<file path="config.mk">
export PLATFORM = sky130hd
export DESIGN_NAME = wsw_top
export DESIGN_NICKNAME = d
export VERILOG_FILES = /design/src/wsw_pkg.sv /design/src/wsw_top.sv
export SDC_FILE = /design/constraint.sdc
export NUM_CORES = 1
export LEC_CHECK = 0
export ABC_AREA = 1
export BUFFER_PORTS_ARGS = -buffer_cell sky130_fd_sc_hd__clkbuf_2
export CORE_ASPECT_RATIO = 0.8
export CORE_MARGIN = 3
export CORE_UTILIZATION = 54
export DETAILED_ROUTE_END_ITERATION = 10
export PLACE_DENSITY = 0.81
export SLEW_MARGIN = 0
export SYNTH_ARGS = -nofsm -noshare
export SYNTH_HDL_FRONTEND = slang
export SYNTH_SLANG_ARGS = --single-unit
</file>
<file path="constraint.sdc">
create_clock -name clk -period 2.5 [get_ports clk]
set_input_delay 0.625 -clock clk [delete_from_list [all_inputs] [get_ports clk]]
set_output_delay 0.625 -clock clk [all_outputs]
set_load 0.01 [all_outputs]
</file>
<file path="src/wsw_pkg.sv">
// constants and types shared by the windowed service watchdog
// assumes a 32-bit apb slave port and a 100 MHz bus clock
package wsw_pkg;

  localparam int unsigned ADDR_W = 12;
  localparam int unsigned DATA_W = 32;
  localparam int unsigned CNT_W  = 18;

  // register byte offsets
  localparam logic [11:0] OFF_STATUS = 12'h000;
  localparam logic [11:0] OFF_OPT1   = 12'h004;
  localparam logic [11:0] OFF_OPT2   = 12'h008;
  localparam logic [11:0] OFF_COUNT  = 12'h00C;

  // service values written to the reset-status address
  localparam logic [15:0] SVC_ARM  = 16'h0055;
  localparam logic [15:0] SVC_DONE = 16'h00AA;

  // field positions
  localparam int unsigned TSEL_POS      = 0;
  localparam int unsigned CLKS_POS      = 0;
  localparam int unsigned WIN_POS       = 1;
  localparam int unsigned WDOG_FLAG_POS = 5;

  // reset values and the timeout select that disables
  localparam logic [1:0] TSEL_RST = 2'h3;
  localparam logic [1:0] TSEL_OFF = 2'h0;
  localparam logic       CLKS_RST = 1'b0;
  localparam logic       WIN_RST  = 1'b0;

  // last count before overflow, 1 kHz source: 2^5, 2^8, 2^10
  localparam logic [CNT_W-1:0] LPO_LAST_1 = 18'h0001F;
  localparam logic [CNT_W-1:0] LPO_LAST_2 = 18'h000FF;
  localparam logic [CNT_W-1:0] LPO_LAST_3 = 18'h003FF;
  // bus source: 2^13, 2^16, 2^18
  localparam logic [CNT_W-1:0] BUS_LAST_1 = 18'h01FFF;
  localparam logic [CNT_W-1:0] BUS_LAST_2 = 18'h0FFFF;
  localparam logic [CNT_W-1:0] BUS_LAST_3 = 18'h3FFFF;
  // window opening counts: 6144, 49152, 196608
  localparam logic [CNT_W-1:0] WIN_OPEN_1 = 18'h01800;
  localparam logic [CNT_W-1:0] WIN_OPEN_2 = 18'h0C000;
  localparam logic [CNT_W-1:0] WIN_OPEN_3 = 18'h30000;

  typedef enum logic [0:0] {
    SEQ_IDLE  = 1'b0,
    SEQ_ARMED = 1'b1
  } wsw_seq_t;

endpackage

</file>
<file path="src/wsw_top.sv">
// windowed service watchdog with apb register access
// assumes apb master on clk; lpo_clk is a free 1 kHz pin, synchronised here;
// stop_mode, debug_mode and other_reset come from logic on clk
//
// What this block does
// watchdog runs after every reset without any software action.
// timeout select of zero disables the watchdog whatever the clock select.
// writing 0x55 then 0xAA to reset-status address restarts the timeout.
// service writes never alter the read-only reset-status contents.
// missing the service before timeout issues a system reset.
// any other value in the low 16 bits written to reset-status resets the system at once.
// clock select 0 counts 1 kHz ticks, 1 counts bus cycles.
// 1 kHz timeouts are 2^5, 2^8, 2^10 ticks.
// bus timeouts are 2^13, 2^16, 2^18 cycles.
// defaults are 1 kHz source with the 2^10 timeout.
// bus clock with window enabled rejects service before last quarter.
// window opens at 6144, 49152 or 196608 bus cycles.
// window mode never applies with the 1 kHz source.
// first write to each options register fixes settings and clears counter.
// software writes both options registers during initialisation.
// software keeps the service sequence out of interrupt handlers.
// bus source: counter holds in stop or debug mode, then resumes.
// 1 kHz source: counter cleared in stop or debug, restarts from zero.
// a watchdog reset sets a cause flag in reset-status.
// 0xAA not directly after 0x55 does not restart the timeout.
`timescale 1ns/1ps
`default_nettype none

module wsw_top (
  input  wire logic                       clk,
  input  wire logic                       nrst,
  input  wire logic                       psel,
  input  wire logic                       penable,
  input  wire logic                       pwrite,
  input  wire logic [wsw_pkg::ADDR_W-1:0] paddr,
  input  wire logic [wsw_pkg::DATA_W-1:0] pwdata,
  output logic      [wsw_pkg::DATA_W-1:0] prdata,
  output logic                            pready,
  output logic                            pslverr,
  input  wire logic                       lpo_clk,
  input  wire logic                       stop_mode,
  input  wire logic                       debug_mode,
  input  wire logic                       other_reset,
  output logic                            wdog_reset
);
  import wsw_pkg::*;

  typedef struct packed {
    logic [CNT_W-1:0]  cnt;
    logic [1:0]        tsel;
    logic              clks;
    logic              win;
    logic              lock1;
    logic              lock2;
    wsw_seq_t          seq;
    logic              wd_flag;
    logic              rst_out;
    logic              pready;
    logic              pslverr;
    logic [DATA_W-1:0] prdata;
    logic              lpo_s1;
    logic              lpo_s2;
    logic              lpo_s3;
  } wsw_state_t;

  wsw_state_t s_q;
  wsw_state_t s_d;

  function automatic logic [CNT_W-1:0] last_count(input logic [1:0] sel, input logic bus);
    case (sel)
      2'h1:    last_count = bus ? BUS_LAST_1 : LPO_LAST_1;
      2'h2:    last_count = bus ? BUS_LAST_2 : LPO_LAST_2;
      default: last_count = bus ? BUS_LAST_3 : LPO_LAST_3;
    endcase
  endfunction

  function automatic logic [CNT_W-1:0] win_open(input logic [1:0] sel);
    case (sel)
      2'h1:    win_open = WIN_OPEN_1;
      2'h2:    win_open = WIN_OPEN_2;
      default: win_open = WIN_OPEN_3;
    endcase
  endfunction

  logic             enabled;
  logic             tick;
  logic             held;
  logic             wr_done;
  logic             wr_srs;
  logic             is_arm;
  logic             is_done;
  logic             early;
  logic             bad_val;
  logic             timeout;
  logic             fire;
  logic [CNT_W-1:0] last_c;

  always_comb begin
    enabled = (s_q.tsel != TSEL_OFF);
    // bus source counts every cycle, 1 kHz source on a synchronised rising edge
    tick    = s_q.clks ? 1'b1 : (s_q.lpo_s2 & ~s_q.lpo_s3);
    held    = stop_mode | debug_mode;
    last_c  = last_count(s_q.tsel, s_q.clks);
    // a write takes effect only at the edge that completes the access
    wr_done = psel & penable & pwrite & s_q.pready;
    wr_srs  = wr_done & (paddr == OFF_STATUS);
    is_arm  = (pwdata[15:0] == SVC_ARM);
    is_done = (pwdata[15:0] == SVC_DONE);
    bad_val = wr_srs & ~is_arm & ~is_done;
    // window only exists on the bus clock
    early   = wr_srs & (is_arm | is_done) & s_q.clks & s_q.win
              & (s_q.cnt < win_open(s_q.tsel));
    timeout = tick & ~held & (s_q.cnt == last_c);
    fire    = enabled & (timeout | bad_val | early);
  end

  always_comb begin
    s_d         = s_q;
    s_d.lpo_s1  = lpo_clk;
    s_d.lpo_s2  = s_q.lpo_s1;
    s_d.lpo_s3  = s_q.lpo_s2;
    s_d.rst_out = 1'b0;

    // counter
    if (enabled) begin
      if (held) begin
        if (!s_q.clks) begin
          s_d.cnt = '0;
        end
        // bus source simply holds its count
      end else if (tick) begin
        s_d.cnt = s_q.cnt + 18'h00001;
      end
    end

    // service sequence
    if (wr_srs && enabled && !early) begin
      if (is_arm) begin
        s_d.seq = SEQ_ARMED;
      end else if (is_done && s_q.seq == SEQ_ARMED) begin
        s_d.cnt = '0;
        s_d.seq = SEQ_IDLE;
      end else begin
        s_d.seq = SEQ_IDLE;
      end
    end

    // write-once options, first write also clears the counter
    if (wr_done && paddr == OFF_OPT1 && !s_q.lock1) begin
      s_d.tsel  = pwdata[TSEL_POS +: 2];
      s_d.lock1 = 1'b1;
      s_d.cnt   = '0;
      s_d.seq   = SEQ_IDLE;
    end
    if (wr_done && paddr == OFF_OPT2 && !s_q.lock2) begin
      s_d.clks  = pwdata[CLKS_POS];
      s_d.win   = pwdata[WIN_POS];
      s_d.lock2 = 1'b1;
      s_d.cnt   = '0;
      s_d.seq   = SEQ_IDLE;
    end

    // any reset brings back an armed watchdog with default settings
    if (fire || other_reset) begin
      s_d.tsel  = TSEL_RST;
      s_d.clks  = CLKS_RST;
      s_d.win   = WIN_RST;
      s_d.lock1 = 1'b0;
      s_d.lock2 = 1'b0;
      s_d.cnt   = '0;
      s_d.seq   = SEQ_IDLE;
    end
    if (fire) begin
      s_d.rst_out = 1'b1;
      s_d.wd_flag = 1'b1;
    end else if (other_reset) begin
      // cause flag names only the most recent reset
      s_d.wd_flag = 1'b0;
    end

    // apb: one wait state, answer registered
    s_d.pready  = psel & penable & ~s_q.pready;
    s_d.pslverr = 1'b0;
    s_d.prdata  = '0;
    if (psel && penable && !s_q.pready) begin
      case (paddr)
        OFF_STATUS: s_d.prdata[WDOG_FLAG_POS] = s_q.wd_flag;
        OFF_OPT1:   s_d.prdata[TSEL_POS +: 2] = s_q.tsel;
        OFF_OPT2: begin
          s_d.prdata[CLKS_POS] = s_q.clks;
          s_d.prdata[WIN_POS]  = s_q.win;
        end
        OFF_COUNT:  s_d.prdata[CNT_W-1:0] = s_q.cnt;
        default:    s_d.pslverr = 1'b1;
      endcase
    end
  end

  always_ff @(posedge clk or negedge nrst) begin
    if (!nrst) begin
      s_q         <= '0;
      s_q.tsel    <= TSEL_RST;
      s_q.clks    <= CLKS_RST;
      s_q.win     <= WIN_RST;
      s_q.seq     <= SEQ_IDLE;
    end else begin
      s_q <= s_d;
    end
  end

  assign prdata     = s_q.prdata;
  assign pready     = s_q.pready;
  assign pslverr    = s_q.pslverr;
  assign wdog_reset = s_q.rst_out;
endmodule // wsw_top

`default_nettype wire

</file>
# Yosys cells after proc, flatten, opt, wreduce, memory -nomap -nowiden
# Index checks and enable logic that the tools add are counted.
[word_totals] reg_bits=50
[classes] addsub=1 order_cmp=1 n_eq_ne=8 mux=32 bitwise=24 n_reduce_logical=21
[op_table] cell="$mux 18" count=10
[op_table] cell="$pmux 18 s2" count=2
[op_table] cell="$mux 25" count=1
[op_table] cell="$eq 12x4->1 const B" count=2
[op_table] cell="$mux 20" count=1
[op_table] cell="$add 18x1->18 const B" count=1
[op_table] cell="$eq 18x18->1" count=1
[op_table] cell="$lt 18x18->1" count=1
[op_table] cell="$eq 16x7->1 const B" count=1
[op_table] cell="$eq 16x8->1 const B" count=1
[op_table] cell="$mux 16" count=1
[op_table] cell="$and 1x1->1" count=15
[op_table] cell="$mux 13" count=1
[op_table] cell="$eq 12x3->1 const B" count=1
[op_table] cell="$logic_not 12->1" count=1
[op_table] cell="$mux 12" count=1
[op_table] cell="$mux 1" count=10
[op_table] cell="$logic_and 1x1->1" count=9
[op_table] cell="$reduce_bool 2->1" count=4
[op_table] cell="$pmux 2 s3" count=1
[op_table] cell="$not 1->1" count=5
[op_table] cell="$logic_not 1->1" count=4
[op_table] cell="$mux 2" count=2
[op_table] cell="$or 1x1->1" count=4
[op_table] cell="7 further kinds" count=7

# Depth between registers and ports, before layout
# Gate-level depths: netlist of the first run.
[depth] word_depth=14 mapped_depth=15 depth_no_buf=15

# Least setup slack after synthesis of the first run
# Ideal clock, no wire load.
[synth_timing] path_type="register to register" from="register s_q[44] (netlist name)" to="register s_q[62] (netlist name)" setup_ns=0.069 arrival_ns=2.141 slack_ns=0.290 path_stages_with_launch=13 period_less_slack_ns=2.210 cell_sequence="dfstp_2 > inv_1 > ha_1 > ha_1 > nand2_1 > inv_1 > nand2_1 > a21oi_1 > o21ai_1 > nand2_2 > nand4_4 > buf_12 > nor2_4"
[synth_rtl] item="start: declaration" line="wsw_top.sv:66" rtl="wsw_state_t s_q;"

==> impl_metrics.json, run 1 <==
{
  "status": "completed",
  "critPathLaunchType": "flip-flop",
  "syn_area_mm2": 0.00350,
  "antenna_found_initial": 0,
  "cts_tree": "done",
  "cts_buffers": 5,
  "slew_headroom": 0.586,
  "synth_top_area_cell": "dfrtp_1",
  "place_ws_ns": 0.0875,
  "power_mw": 1.40,
  "drc": 0,
  "fin_ws_ns": 0.147,
  "grt_pass1_wl_um": 13800,
  "die_h_um": 78.1,
  "crit_required_ns": 2.74,
  "cts_root_buf": "clkbuf_8",
  "port_buffers": 57,
  "fin_crit_ns": 2.35,
  "diodes": 0,
  "drtIter0Drc": 283,
  "place_area_mm2": 0.00373,
  "synth.avg_cell_area_um2": 7.08,
  "synth_area_leaders": "dfrtp_1, nand2_1, nor2_1",
  "insertion_delay_ns": 0.31,
  "p_int_mw": 1.04,
  "finalCritPeriodShare": 0.941,
  "tightest_slew_ns": 0.621,
  "synth-seq-cells": 50,
  "multi_input_area_mm2": 0.00177,
  "first_global_vias": 2876,
  "syn_to_final_growth_pct": 9.64,
  "dp_hpwl_um": 6500,
  "finalSetupViolCount": 0,
  "clk_pin_slew_ns": 0.10,
  "wl_per_cell_um": 13.6,
  "drt.antenna.violating_nets": 0,
  "layout-drive-gt1-share": 0.210,
  "gp_congestion": 0.971,
  "crit_path_max_fanout": 11,
  "num_rows": 25,
  "num_vias": 3295,
  "critPathKind": "reg2reg",
  "seq_area_mm2": 0.00125,
  "r2r_setup_slack_ns": 0.15,
  "fin_nets": 609,
  "syn_inst": 495,
  "dp.cells": 615,
  "routed_wl_um": 8450,
  "final_cell_mix": "nand2_1, nor2_1, inv_1, clkbuf_2, nand3_1",
  "yosysTopAreaCellShare": 0.343,
  "setup-tns-final_ns": 0,
  "grtUsageTotal": 0.236,
  "core_area_mm2": 0.00610,
  "skew_ns": 0.0128,
  "die_w_um": 96.1,
  "io-pin-count": 88,
  "combPwrFrac": 0.089,
  "grt_start_max_net_pins": 51,
  "power_frac_seq": 0.581,
  "seq_area_frac_synth": 0.358,
  "drv_cap": 0,
  "clockBufferDepth": 2,
  "p_switching_mw": 0.359,
  "overflow": 0,
  "ir_worst_vdd_uv": 177,
  "initial_core_util": 0.575,
  "yosys_warnings": 0,
  "finalNonFillerCells": 623,
  "first_pass_iters": 5,
  "hold_path_class": "reg2reg",
  "swShare": 0.255,
  "fillCellCount": 561,
  "arrival_ns": 2.59,
  "finalInstanceArea_mm2": 0.00384,
  "dieArea_mm2": 0.00750,
  "max_freq_mhz": 425,
  "final_hold_viol_count": 0,
  "holdBufCountCts": 0,
  "finalMaxSlewViolations": 0,
  "cp-end-kind": "flip-flop",
  "htreeDepth": 2,
  "synth_cell_types": 30,
  "vias_per_cell": 5.29,
  "p_clk_frac": 0.330,
  "power.density_mw_per_mm2": 365,
  "final_common_cell": "nand2_1",
  "leakage_nw": 1.87,
  "clock_sinks": 50
}
==> layout make-up <==
cell class | count | share of cell area
Multi-Input combinational cell | 352 | 0.459
Sequential cell | 50 | 0.326
Timing Repair Buffer | 67 | 0.100
Inverter | 66 | 0.0658
Tap cell | 81 | 0.0264
Clock buffer | 5 | 0.0179
Clock inverter | 2 | 0.00391
==> registers in the layout, indices dropped and copies added (netlist names) <==
name / count
wdog_reset: 1
pready: 1
prdata: 18
pslverr: 1
s_q: 27
s_d: 2
==> worst paths after layout <==
| path | start | to | cells after the start |
|---|---|---|---|
| worst min-delay path | s_d[1] | s_d[0] | 0 |
| worst max register to register | s_q[45] | s_q[51] | 13 |
| worst min register to register | s_d[1] | s_d[0] | 0 |
| worst max-delay path | s_q[45] | s_q[51] | 13 |
| max in group asynchronous | nrst | s_q[51] | 2 |
| min in group asynchronous | nrst | s_q[57] | 2 |
==> stage by stage <==
step	utilization	hold WS, ns
after detailed placement	0.612	0.358
after global routing	0.630	0.386
after floorplan	-	0.329
final	0.630	0.372
after global placement	0.612	0.335
after CTS	0.625	0.378
==> power by group through the flow <==
| stage | registers (mW) | clock network [mW] | logic, mW |
|---|---|---|---|
| floorplan | 0.832 | 0 | 0.0755 |
| global placement | 0.831 | 0 | 0.121 |
| detailed placement | 0.831 | 0 | 0.125 |
| CTS | 0.815 | 0.481 | 0.126 |
| global route | 0.816 | 0.510 | 0.141 |
| finish | 0.815 | 0.464 | 0.125 |
==> Yosys cell counts <==
master    count
nor2_4        5
nand4_4       1
inv_1        61
nor2_2       11
o21ai_0      22
clkinv_4      1
clkbuf_1      1
buf_12        1
nand2_2       7
inv_2         4
nand2_1     102
buf_6         1
nor2_1       74
buf_1         1
nand3_2       2
nor3_1       20
a21oi_1       6
o21ai_1       2
dfrtp_1      48
nand2_4       2
o21a_1        1
ha_1         14
buf_2         3
a21boi_0      1
buf_4        33
nand3_1      53
conb_1        1
nand4_1      12
dfstp_2       2
a31oi_1       3
==> cell families (layout without fill, tap and decap cells) <==
kind of cell | Yosys count | in the layout | synth area share
compound gates | 35 | 35 | 0.0525
simple gates | 289 | 289 | 0.381
flops | 50 | 50 | 0.358
other cells | 1 | 14 | 0.00107
fa+ha+maj | 14 | 14 | 0.0500
buf+inv | 106 | 140 | 0.158
==> repair_timing <==
action,4_1_cts,5_1_grt
endpoints found under the setup margin,0,25
resized for setup,0,5
setup buffers,0,1
==> per-layer routing <==
metal | up-vias | track usage | share of wire | wire length (um)
met5 | - | 0 | 0 | 0
met4 | 0 | 0.0739 | 0.023 | 192
met3 | 17 | 0.0335 | 0.091 | 772
met2 | 176 | 0.351 | 0.43 | 3610
met1 | 1482 | 0.353 | 0.46 | 3880
li1 | 1620 | - | - | -
==> worst max-delay path: stages (launching register included) <==
cell and delay, ns:
dfstp_2 0.58, inv_2 0.08, ha_4 0.24, ha_1 0.31, nand2_1 0.07, nand2_1 0.05, nor2_1 0.08, nand3_1 0.12
nor2_1 0.16, nand2_1 0.12, nand3_2 0.12, buf_12 0.13, nand4_1 0.09, nor2_1 0.10
Note: power is estimated with default switching activity, not from simulation.
==> run 2: changes to the inputs <==
--- a/config.mk
+++ b/config.mk
@@ -11,8 +11,9 @@
 export CORE_MARGIN = 3
 export CORE_UTILIZATION = 54
 export DETAILED_ROUTE_END_ITERATION = 10
-export PLACE_DENSITY = 0.81
+export PLACE_DENSITY = 0.89
 export SLEW_MARGIN = 0
 export SYNTH_ARGS = -nofsm -noshare
 export SYNTH_HDL_FRONTEND = slang
 export SYNTH_SLANG_ARGS = --single-unit
+export TNS_END_PERCENT = 50
==> constraint.sdc (replaced) <==
create_clock -name clk -period 2.5 [get_ports clk]
set_input_delay 0.625 -clock clk [delete_from_list [all_inputs] [get_ports clk]]
set_output_delay 0.625 -clock clk [all_outputs]
set_load 0.1 [all_outputs]
==> run 2 against run 1 <==
Compared with the run above: via count grew 0.76%; flip-flop and latch count did not move; critical path type unchanged; final cell count rose by 0.48%; first-iteration DRC count is 3.2% lower; count of clock-buffer cells in the layout did not move.
==> impl_metrics.json, run 2 (same netlist as run 1, synthesis figures left out) <==
{
  "dieArea_mm2": 0.00750,
  "crit_slowest_cell": "dfstp_2",
  "first_global_vias": 2982,
  "grtUsageTotal": 0.244,
  "first_pass_iters": 5,
  "syn_to_final_growth_pct": 11.3,
  "grt_pass1_wl_um": 14100,
  "wl_per_cell_um": 14.0,
  "hold_path_class": "reg2reg",
  "hold_path_end": "s_d[0]",
  "power_frac_seq": 0.510,
  "drt.antenna.violating_nets": 0,
  "num_rows": 25,
  "min_from": "s_d[1]",
  "routed_wl_um": 8790,
  "holdBufCountCts": 0,
  "clk_pin_slew_ns": 0.09,
  "port_buffers": 57,
  "final_cell_mix": "nand2_1, nor2_1, inv_1, clkbuf_2, nand3_1",
  "gp_congestion": 0.950,
  "drv_cap": 0,
  "p_clk_frac": 0.353,
  "cts_tree": "done",
  "swShare": 0.281,
  "reg2reg_to": "s_q[53]",
  "r2r_cells": 15,
  "setup-tns-final_ns": 0,
  "arrival_ns": 2.58,
  "r2r_setup_slack_ns": 0.16,
  "fin_nets": 612,
  "antenna_found_initial": 0,
  "path_delay_family": "simple AND/OR/NAND/NOR gates",
  "tightest_slew_ns": 0.816,
  "clock_sinks": 50,
  "power.density_mw_per_mm2": 410,
  "die_w_um": 96.1,
  "status": "completed",
  "dp.cells": 619,
  "max_freq_mhz": 427,
  "cts_root_buf": "clkbuf_8",
  "core_area_mm2": 0.00610,
  "io-pin-count": 88,
  "diodes": 0,
  "critPathLaunchType": "flip-flop",
  "drtIter0Drc": 274,
  "path_cells": "inv_1 -> buf_4 -> ha_1 -> inv_1 -> ha_1 -> nand2_1 -> inv_1 -> nand2_1 -> a21oi_2 -> nor2_2 -> nand2_1 -> nand3_2 -> buf_12 -> nand4_1 -> nor2_1",
  "num_vias": 3320,
  "finalMaxSlewViolations": 0,
  "max_stage_delay_ns": 0.54,
  "vias_per_cell": 5.30,
  "largest_register": "s_q",
  "fin_crit_ns": 2.34,
  "slew_headroom": 0.456,
  "combPwrFrac": 0.137,
  "p_switching_mw": 0.449,
  "crit_path_max_fanout": 10,
  "postCtsSetupBuffers": 0,
  "final_util": 0.639,
  "cp-end-kind": "flip-flop",
  "cts_buffers": 5,
  "p_int_mw": 1.15,
  "crit_buf_inv": 5,
  "final_common_cell": "nand2_1",
  "fillCellCount": 561,
  "insertion_delay_ns": 0.31,
  "skew_ns": 0.0103,
  "final_hold_viol_count": 0,
  "leakage_nw": 1.91,
  "grt_start_max_net_pins": 34,
  "holdPathStages": 0,
  "critPathKind": "reg2reg",
  "startpoint": "s_q[44]",
  "die_h_um": 78.1,
  "htreeDepth": 2,
  "crit_required_ns": 2.74,
  "overflow": 0,
  "finalNonFillerCells": 626,
  "finalCritPeriodShare": 0.937,
  "drc": 0,
  "layout-drive-gt1-share": 0.213,
  "initial_core_util": 0.575,
  "hold-worst-slack_ns": 0.367,
  "dp_hpwl_um": 6820,
  "clockBufferDepth": 2,
  "finalSetupViolCount": 0,
  "timing.rr.start": "s_q[44]",
  "largest_reg_flops": 27,
  "ir_worst_vdd_uv": 255,
  "seq_area_mm2": 0.00125,
  "multi_input_area_mm2": 0.00178
}
-- run 2: worst max path at each step --
stage	end	slack, ns	cells past startpoint
finish	s_q[53]	0.16	15
global route	s_q[53]	-0.0007	15
CTS	s_q[54]	0.07	13
detailed placement	s_q[48]	0.09	13
global placement	s_q[46]	0.22	13
floorplan	s_q[62]	0.29	12
-- run 2: power by group through the flow --
| stage | Combinational (mW) | Sequential [mW] | Clock (mW) |
|---|---|---|---|
| after global placement | 0.214 | 0.831 | 0 |
| after global routing | 0.237 | 0.816 | 0.591 |
| final | 0.219 | 0.815 | 0.563 |
| after floorplan | 0.158 | 0.844 | 0 |
| after CTS | 0.219 | 0.815 | 0.564 |
| after detailed placement | 0.219 | 0.831 | 0 |
-- run 2: layout make-up --
type | count | area share
clock buffers | 5 | 0.0176
clock inverters | 2 | 0.00995
inverters | 66 | 0.0648
multi-input cells | 352 | 0.456
flip-flops and latches | 50 | 0.321
well taps | 81 | 0.0260
repair buffers | 70 | 0.105
-- run 2: per-stage QoR --
stage          power [mW]  area [um^2]  worst slack, ns
2_1_floorplan        1.00         3550            0.290
3_3_place_gp         1.05         3760            0.219
3_5_place_dp         1.05         3760           0.0914
4_1_cts              1.60         3870           0.0713
5_1_grt              1.64         3900        -0.000729
6_report             1.60         3900            0.156
-- run 2: per-layer routing --
layer,GRT usage,part of all wire,vias up
li1,-,-,1622
met1,0.358,0.46,1528
met2,0.374,0.44,154
met3,0.0354,0.079,16
met4,0.0696,0.016,0
met5,0,0,-
-- run 2: worst reg2reg max path: stages, from the launching register on --
cell	delay, ns
dfstp_2	0.54
inv_1	0.08
buf_4	0.15
ha_1	0.19
inv_1	0.13
ha_1	0.27
nand2_1	0.07
inv_1	0.04
nand2_1	0.09
a21oi_2	0.05
nor2_2	0.13
nand2_1	0.11
nand3_2	0.13
buf_12	0.13
nand4_1	0.08
nor2_1	0.11
-- run 2: timing repair --
| action | 4_1_cts | 5_1_grt |
|---|---|---|
| gates resized for setup | 0 | 5 |
| endpoints found under the hold margin | 0 | 0 |
| setup endpoints to repair | 0 | 22 |
